## src/logic/acmo_pkg.sv

```systemverilog
// Purpose: shared constants and types for the analog compare and math block
// Assumes: all values are unsigned fixed point of one width, lsb = 0.1 unit
// Notes: full scale value marks an upstream anomaly
`default_nettype none
package acmo_pkg;
	localparam int ACMO_W = 16;
	localparam int ACMO_MAX_OPS = 8;
	localparam int ACMO_CNT_W = 4;
	localparam int ACMO_FIRST_IDX = 0;
	localparam int ACMO_SECOND_IDX = 1;
	localparam logic [ACMO_CNT_W-1:0] ACMO_OPS_MIN = 4'h2;
	localparam logic [ACMO_CNT_W-1:0] ACMO_OPS_MAX = 4'h8;
	localparam logic [ACMO_W-1:0] ACMO_FULL_SCALE = 16'hFFFF;
	// tolerance limits in tenths: 0.1 and 100.0
	localparam logic [ACMO_W-1:0] ACMO_TOL_MIN = 16'h0001;
	localparam logic [ACMO_W-1:0] ACMO_TOL_MAX = 16'h03E8;

	typedef logic [ACMO_W-1:0] acmo_val_t;
	typedef logic [ACMO_W+2:0] acmo_wide_t;

	typedef enum logic [1:0] {
		ACMO_LOW = 2'h1,
		ACMO_HIGH = 2'h2
	} acmo_cmp_st_t;

	typedef struct packed {
		logic window_en;
		acmo_val_t thr;
		acmo_val_t thr_hi;
		acmo_val_t thr_lo;
	} acmo_cmp_cfg_t;

	typedef struct packed {
		acmo_val_t value;
		acmo_val_t hyst;
	} acmo_meas_t;

	typedef struct packed {
		logic diff_mode;
		logic avg_en;
		logic [ACMO_CNT_W-1:0] count;
	} acmo_math_cfg_t;

	typedef struct packed {
		acmo_cmp_st_t analog_st;
		logic analog_q;
		acmo_cmp_st_t speed_st;
		logic speed_q;
		acmo_val_t math_result;
		logic math_sign;
		logic eq_q;
	} acmo_state_t;

	localparam acmo_state_t ACMO_STATE_RST = '{
		analog_st: ACMO_LOW,
		analog_q: 1'b0,
		speed_st: ACMO_LOW,
		speed_q: 1'b0,
		math_result: 16'h0000,
		math_sign: 1'b0,
		eq_q: 1'b0
	};
endpackage
`default_nettype wire

```

## src/logic/acmo_top.sv

```systemverilog
// Purpose: analog and speed comparators, math unit and equality checker
// Assumes: all inputs come from logic on clock_in, so none is synchronised
// Notes: every result is registered, one clock after its inputs
//
// How it works
// - plain threshold: result low below threshold, high at or above it.
// - hysteresis comes in from the upstream block, not held here.
// - over-threshold holds while value stays at or above threshold minus hysteresis.
// - under threshold minus hysteresis goes under; stays until threshold reached.
// - result high in over-threshold state, low in under-threshold state.
// - window mode uses a high and a low threshold instead.
// - window result high when in window, low when out.
// - out of window when above high or below low minus hysteresis.
// - in window holds while at/below high and at/above low minus hysteresis.
// - enter window only below high minus hysteresis and above low.
// - speed comparator applies the same behaviour to a speed value.
// - sum mode adds two to eight operands.
// - difference mode outputs magnitude of first minus second operand.
// - sign flag low for positive difference, high for negative.
// - averaging with sum mode outputs the mean of the operands.
// - equality result high when operands differ by at most the tolerance.
// - tolerance is a symmetric deviation clamped to 0.1 .. 100.0.
// - force-low with a full-scale operand holds equality result low.
`default_nettype none
module acmo_top
	import acmo_pkg::*;
(
	input wire logic clock_in,
	input wire logic rst_n_in,
	input wire acmo_cmp_cfg_t analog_cfg_in,
	input wire acmo_meas_t analog_meas_in,
	input wire acmo_cmp_cfg_t speed_cfg_in,
	input wire acmo_meas_t speed_meas_in,
	input wire acmo_math_cfg_t math_cfg_in,
	input wire acmo_val_t [ACMO_MAX_OPS-1:0] math_operands_in,
	input wire acmo_val_t check_operand_a_in,
	input wire acmo_val_t check_operand_b_in,
	input wire acmo_val_t eq_tol_in,
	input wire logic eq_force_low_in,
	output logic analog_q_out,
	output logic speed_q_out,
	output acmo_val_t math_result_out,
	output logic math_sign_out,
	output logic eq_q_out
);

	////////////////////////////////////////////////////////////////////////
	// helpers

	function automatic acmo_val_t sat_sub(input acmo_val_t a, input acmo_val_t b);
		sat_sub = (a > b) ? acmo_val_t'(a - b) : '0;
	endfunction

	function automatic acmo_val_t abs_diff(input acmo_val_t a, input acmo_val_t b);
		abs_diff = (a >= b) ? acmo_val_t'(a - b) : acmo_val_t'(b - a);
	endfunction

	function automatic acmo_val_t sat_narrow(input acmo_wide_t x);
		sat_narrow = (x > acmo_wide_t'(ACMO_FULL_SCALE)) ? ACMO_FULL_SCALE : acmo_val_t'(x);
	endfunction

	function automatic logic [ACMO_CNT_W-1:0] clamp_cnt(input logic [ACMO_CNT_W-1:0] c);
		if (c < ACMO_OPS_MIN) begin
			clamp_cnt = ACMO_OPS_MIN;
		end else if (c > ACMO_OPS_MAX) begin
			clamp_cnt = ACMO_OPS_MAX;
		end else begin
			clamp_cnt = c;
		end
	endfunction

	// hysteresis taken from the measurement, as supplied upstream
	function automatic acmo_cmp_st_t cmp_step(input acmo_cmp_st_t st, input acmo_cmp_cfg_t cfg,
			input acmo_meas_t m);
		logic hold;
		logic enter;
		hold = 1'b0;
		enter = 1'b0;
		if (cfg.window_en) begin
			hold = (m.value <= cfg.thr_hi) && (m.value >= sat_sub(cfg.thr_lo, m.hyst));
			enter = (m.value < sat_sub(cfg.thr_hi, m.hyst)) && (m.value > cfg.thr_lo);
		end else begin
			hold = m.value >= sat_sub(cfg.thr, m.hyst);
			enter = m.value >= cfg.thr;
		end
		case (st)
			ACMO_HIGH: begin
				cmp_step = hold ? ACMO_HIGH : ACMO_LOW;
			end
			ACMO_LOW: begin
				cmp_step = enter ? ACMO_HIGH : ACMO_LOW;
			end
			default: begin
				cmp_step = ACMO_LOW;
			end
		endcase
	endfunction

	function automatic acmo_wide_t sum_ops(input acmo_val_t [ACMO_MAX_OPS-1:0] ops,
			input logic [ACMO_CNT_W-1:0] cnt);
		acmo_wide_t tot;
		tot = '0;
		for (int i = 0; i < ACMO_MAX_OPS; i++) begin
			if (ACMO_CNT_W'(i) < cnt) begin
				tot = tot + acmo_wide_t'(ops[i]);
			end
		end
		sum_ops = tot;
	endfunction

	////////////////////////////////////////////////////////////////////////
	// state

	acmo_state_t state;
	acmo_state_t next_state;

	always_comb begin
		logic [ACMO_CNT_W-1:0] cnt;
		acmo_wide_t total;
		acmo_val_t op_first;
		acmo_val_t op_second;
		acmo_val_t tol;
		logic anomaly;
		cnt = clamp_cnt(math_cfg_in.count);
		total = sum_ops(math_operands_in, cnt);
		op_first = math_operands_in[ACMO_FIRST_IDX];
		op_second = math_operands_in[ACMO_SECOND_IDX];
		tol = eq_tol_in;
		anomaly = (check_operand_a_in == ACMO_FULL_SCALE) || (check_operand_b_in == ACMO_FULL_SCALE);
		next_state = state;

		next_state.analog_st = cmp_step(state.analog_st, analog_cfg_in, analog_meas_in);
		next_state.analog_q = next_state.analog_st == ACMO_HIGH;
		next_state.speed_st = cmp_step(state.speed_st, speed_cfg_in, speed_meas_in);
		next_state.speed_q = next_state.speed_st == ACMO_HIGH;

		if (math_cfg_in.diff_mode) begin
			next_state.math_result = abs_diff(op_first, op_second);
			next_state.math_sign = op_first < op_second;
		end else if (math_cfg_in.avg_en) begin
			next_state.math_result = sat_narrow(total / acmo_wide_t'(cnt));
			next_state.math_sign = 1'b0;
		end else begin
			next_state.math_result = sat_narrow(total);
			next_state.math_sign = 1'b0;
		end

		if (tol < ACMO_TOL_MIN) begin
			tol = ACMO_TOL_MIN;
		end else if (tol > ACMO_TOL_MAX) begin
			tol = ACMO_TOL_MAX;
		end
		next_state.eq_q = (abs_diff(check_operand_a_in, check_operand_b_in) <= tol)
			&& !(eq_force_low_in && anomaly);
	end

	always_ff @(posedge clock_in or negedge rst_n_in) begin
		if (!rst_n_in) begin
			state <= ACMO_STATE_RST;
		end else begin
			state <= next_state;
		end
	end

	assign analog_q_out = state.analog_q;
	assign speed_q_out = state.speed_q;
	assign math_result_out = state.math_result;
	assign math_sign_out = state.math_sign;
	assign eq_q_out = state.eq_q;

	////////////////////////////////////////////////////////////////////////
	// checks

	// checks wait one edge after release, since the release edge still resets
	logic check_armed;

	always_ff @(posedge clock_in or negedge rst_n_in) begin
		if (!rst_n_in) begin
			check_armed <= 1'b0;
		end else begin
			check_armed <= 1'b1;
		end
	end

	logic [ACMO_W:0] pair_sum;
	assign pair_sum = {1'b0, math_operands_in[ACMO_FIRST_IDX]} + {1'b0, math_operands_in[ACMO_SECOND_IDX]};
endmodule
`default_nettype wire

```

## config.mk

```make
export PLATFORM = sky130hd
export DESIGN_NAME = acmo_top
export DESIGN_NICKNAME = d
export VERILOG_FILES = /design/src/logic/acmo_pkg.sv /design/src/logic/acmo_top.sv
export SDC_FILE = /design/constraint.sdc
export NUM_CORES = 1
export LEC_CHECK = 0
export BUFFER_PORTS_ARGS = -buffer_cell sky130_fd_sc_hd__buf_2
export CAP_MARGIN = 20
export CORE_ASPECT_RATIO = 1.1
export CORE_MARGIN = 8
export CORE_UTILIZATION = 40
export CTS_CLUSTER_DIAMETER = 150
export DETAILED_ROUTE_END_ITERATION = 8
export HOLD_SLACK_MARGIN = 0.12
export SYNTH_ARGS = -nofsm -noshare
export SYNTH_HDL_FRONTEND = slang
export SYNTH_SLANG_ARGS = --single-unit
```

## constraint.sdc

```tcl
create_clock -name clock_in -period 1.5 [get_ports clock_in]
set_input_delay 0.225 -clock clock_in [delete_from_list [all_inputs] [get_ports clock_in]]
set_output_delay 0.225 -clock clock_in [all_outputs]
set_load 0.02 [all_outputs]
```

Word-level counts from Yosys, hierarchy flattened
Cells that the tools add are included.

Reductions and logical operators: 8. Mux-type cells: 34. Equality and inequality tests: 8. Magnitude comparators: 36. $mul: 0. Div/mod/pow operators: 1. Shift-type cells: 0. $add $sub $neg: 17. Bitwise operators: 0.

Operators by type and width (number): 16-bit two-way mux (13); 16-bit subtractor (10); 19-bit by 16-bit adder with 19-bit output (7); 19-bit two-way mux (7); 16-bit >= comparator (8); 16-bit greater-than comparator (8); 16-bit less-or-equal comparator (3); 16-bit less-than comparator (3); 19-bit by 16-bit greater-than comparator with 1-bit output (second input constant) (2); 17-bit two-way mux (2); 16-bit == test (second input constant) (2); 19-bit by 4-bit divider with 19-bit output (1); 16-bit by 10-bit greater-than comparator with 1-bit output (second input constant) (1); 16-bit by 1-bit less-than comparator with 1-bit output (second input constant) (1); 3-bit by 4-bit less-than comparator with 1-bit output (first input constant) (4); 2-bit == test (second input constant) (4); 1-bit by 4-bit less-than comparator with 1-bit output (first input constant) (2); 2-bit by 4-bit less-than comparator with 1-bit output (first input constant) (2); 2-bit two-way mux (4); 4-bit two-way mux (2); 2-bit one-hot mux with 2 select lines (2); 1-bit logical AND (6); 2-bit by 1-bit == test with 1-bit output (second input constant) (2); 4-bit greater-than comparator (second input constant) (1); 4 further kinds (7).

RAM bits: 0. Output and inout bits: 20. Register bits after elaboration: 24. ROM bits: 0. Latch bits: 0. Memories: 0.

Logic depth before layout (Yosys ltp)
Depth after elaboration: 24. Depth in mapped cells: 225. Depth with buffers taken out: 217.

Least setup slack after synthesis
OpenSTA, ideal clock, no wires.

Path kind: input to register. From: input math_operands_in[0] in the netlist's numbering. To: register state (netlist bit math_result_out[0]). Cell stages on the path: 213. Setup slack: -41.374 ns. Setup time: 0.133 ns. Data arrival time: 42.741 ns. Buffers on the path: 9. Data required time: 1.367 ns. Cells stage by stage: clkbuf_1 > ha_1 > fa_1 > maj3_1 > a21oi_2 > o21ai_0 > and2_1 > ha_1 > a21oi_1 > o211ai_1 > a211o_1 > and3_1 > ha_1 > a21oi_1 > nand2_1 > a31o_2 > or3_1 > ha_1 > [... 177 more ...] > ha_1 > nor2b_1 > o21ai_0 > nand2b_1 > a21oi_1 > o211ai_1 > and4b_1 > buf_4 > nand3_1 > mux2_1 > ha_1 > nor2b_1 > o21ai_0 > nand3_1 > a2111oi_1 > o211ai_1 > o31ai_1 > a31oi_1.

RTL lines: from (decl) (line acmo_top.sv:35) `input wire acmo_val_t [ACMO_MAX_OPS-1:0] math_operands_in,`; to (signal assigned) (line acmo_top.sv:161) `state <= next_state;`; to (decl) (line acmo_top.sv:114) `acmo_state_t state;`.

==> qor.yml <==
status:
  status: "finished with violations"
  violations: "negative setup slack"
clock_tree:
  worstSkewPairLatency_ns: 0.25
  cts_root_buf: "clkbuf_16"
  clkSlewWorstSetupHoldPaths_ns: 0.07
  cts_buffers: 3
  clock_sinks: 24
  h-tree-depth: 1
  cts_tree: "yes"
  clockBufferDepth: 2
placed_design:
  portBuffers: 366
  gp_congestion: 1.01
  hpwlAfterDp_mm: 99.1
detailed_routing:
  via_per_inst: 5.51
  wl_per_cell_um: 18.1
  num_vias: 36900
  wirelength_mm: 121
  antenna_left: 0
  drtPass1Iterations: 6
  drtIter0Drc: 2166
  drcViolationCount: 0
layout:
  fin_nets: 6731
  syn_to_final_growth_pct: 69.1
  layout-drive-gt1-share_pct: 45.7
  postLayoutCoreUtil_pct: 68.2
grt:
  grt_pass1_wl_mm: 183
  grt_max_degree: 30
  grt_pass1_vias: 36200
  grt_antenna_before_repair: 12
  grt.overflow.total: 0
  track_usage_pct: 28.7
worst_setup_path:
  cp-end-kind: "flip-flop"
  crit_arrival_ns: 38.24
  rr_worst_depth: 4
  cp-start-kind: "input port"
  reg2reg_to: "analog_q_out$_DFF_PN0_"
  slowest_delay_ns: 0.58
  r2r_start: "state[22]$_DFF_PN1_"
  cp_slowest_cell: "or4b_1"
  crit_type: "input port to flip-flop"
  critPathMostFrequentCell: "o21a_1"
  required_ns: 1.63
  r2r_slack_ns: 0.07
  cp_max_fo: 6
hold_path:
  min_to: "eq_q_out$_DFF_PN0_"
  hold_depth: 3
  min_path_type: "input port to flip-flop"
  min_from: "eq_force_low_in"
synthesis:
  ys.flop_type: "dfrtp_1"
  synth_edf_count: 0
  syn-cell-area_um2: 27300
  syn_inst: 3788
  synth_seq_cells: 24
  synthArstFlopShare_pct: 100
  synth_seq_area_share_pct: 2.21
  syn_avg_cell_area_um2: 7.19
  synth_top_area_share_pct: 25.2
  synthTopCellsByArea: "ha_1, a21oi_1, a21o_1, nand2_1, o21ai_0"
  synth_warnings: 0
  yosysTopAreaCell: "ha_1"
  ys_types: 132
sta:
  setup_viol: 24
  period_share_pct: 2540
  layout_min_cycle_time_ns: 38.10
  finClkSkew_ns: 0.000655
  tightest_slew_ns: 0.847
  rsz0062_at_grt: "true"
  setup_ws_ns: -36.60
  maxSlewViolCount: 0
  clock.fmax_mhz: 26.2
  hold_viol_final: 0
  max_slew_margin_pct: 43.0
floorplanning:
  die_h_um: 290
  design.portCount: 367
  die-area_um2: 76700
  core-area_um2: 67600
  start_util_pct: 40.3
  num_rows: 100
  die_w_um: 265
run:
  drv_cap: 0
[layout make-up]
type | count | area (um2)
clock inverter | 1 | 30.0
tap | 867 | 1080
timing repair buffer | 2132 | 15400
sequential | 24 | 603
multi-input combinational | 3378 | 27800
clock buffer | 3 | 75.1
inverter | 279 | 1090
antenna | 10 | 25.0
fill | 5535 | 21500
[repair_timing]
item	CTS	global route
gates cloned	0	1
pin swaps	234	260
buffers inserted	166	79
endpoints found under the setup margin	24	24
hold buffers	1	0
hold endpoints to repair	22	0
gates resized for setup	230	228
[critical path, delay by kind of cell]
| kind | cells | cell delay [ns] |
|---|---|---|
| AO/OA/AOI/OAI | 93 | 14.40 |
| buffers and inverters | 13 | 1.76 |
| multiplexers | 8 | 1.95 |
| adder cells (fa/ha/maj) | 27 | 7.65 |
| AND/OR/NAND/NOR | 60 | 11.48 |
| XOR/XNOR | 5 | 0.69 |
[per-layer routing]
metal	vias to the layer above	share of wire [%]	global-route usage, %
met2	1166	49	52.8
met1	17300	41	34.1
met3	350	4.9	2.24
li1	18100	-	-
met5	-	0	0
met4	0	5.5	12.4
[synthesized netlist by cell type (16+ instances only)]
library cell and instances:
ha_1 549, nand2_1 327, a21oi_1 325, inv_1 277, nor2_1 245, o21ai_0 218, a21o_1 187, xnor2_1 121
xor2_1 121, nor3_1 104, nor2b_1 79, nand4_1 77, nand2b_1 76, o21bai_1 68, clkbuf_1 66, nand3_1 65
o21a_1 64, mux2i_1 54, o211ai_1 39, a211oi_1 35, a31oi_1 35, nor4_1 32, or2_2 29, and3_1 28
o31ai_1 27, or3_1 26, and2_1 25, o22ai_1 24, dfrtp_1 22, mux2_2 21, buf_4 20, o21ai_1 19
a221o_1 17, fa_1 17, a21boi_0 16, buf_2 16
[worst max path at each step]
| stage | to | slack [ns] | startpoint | depth (start not counted) |
|---|---|---|---|---|
| 5_1_grt | math_result_out[0]$_DFF_PN0_ | -38.36 | math_operands_in[0] | 212 |
| 3_3_place_gp | math_result_out[0]$_DFF_PN0_ | -35.67 | math_operands_in[0] | 209 |
| 2_1_floorplan | math_result_out[0]$_DFF_PN0_ | -37.25 | math_operands_in[0] | 217 |
| 4_1_cts | math_result_out[0]$_DFF_PN0_ | -35.66 | math_operands_in[16] | 207 |
| 6_report | math_result_out[0]$_DFF_PN0_ | -36.60 | math_operands_in[0] | 206 |
| 3_5_place_dp | math_result_out[0]$_DFF_PN0_ | -36.83 | math_operands_in[0] | 209 |
[cell usage in the layout, fill, tap and decap left out, types with 23 or more instances in the layout]
cell,synthesis,final
nor4_1,32,29
buf_4,20,1726
o211ai_1,39,39
ha_1,549,488
a21o_1,187,184
nor2_1,245,217
o21ai_1,19,68
nor3_1,104,90
o21ai_0,218,134
a211oi_1,35,24
o21bai_1,68,67
a21oi_1,325,223
buf_6,3,42
nand2b_1,76,69
mux2i_1,54,44
nand3_1,65,59
xnor2_1,121,116
a21oi_2,6,88
a31oi_1,35,33
ha_4,0,55
inv_1,277,261
o21ai_2,3,27
nand2_1,327,314
nand4_1,77,77
nor2b_1,79,73
o31ai_1,27,23
buf_2,16,356
xor2_1,121,117
o21a_1,64,64
[cells by family after synthesis]
group | after synthesis | share of synthesized area, %
flops | 24 | 2.21
simple gates | 1206 | 22.7
compound gates | 1273 | 31.6
xor+xnor | 245 | 7.98
other cells | 1 | 0.0138
buf+inv | 392 | 5.84
mux | 78 | 3.03
fa+ha+maj | 569 | 26.6
[through the flow]
| step | setup TNS [ns] | hold slack (ns) | worst slack [ns] | instance area [um2] | std cells |
|---|---|---|---|---|---|
| after CTS | -400.51 | 0.468 | -35.66 | 44300 | 6606 |
| after detailed placement | -417.47 | 0.264 | -36.83 | 42000 | 6440 |
| after floorplan | -408.07 | -0.0706 | -37.25 | 28200 | 3793 |
| final | -409.44 | 0.440 | -36.60 | 46100 | 6694 |
| after global placement | -405.90 | 0.262 | -35.67 | 42000 | 6440 |
| after global routing | -429.61 | 0.468 | -38.36 | 46100 | 6693 |
[registers in the layout (all words and copies together) (netlist names)]
register	cells
analog_q_out	1
eq_q_out	1
math_result_out	16
math_sign_out	1
speed_q_out	1
state	4
Power is left out: the tool's default activity adds up to more than one toggle a clock period on the data nets, which glitch-free logic cannot reach.
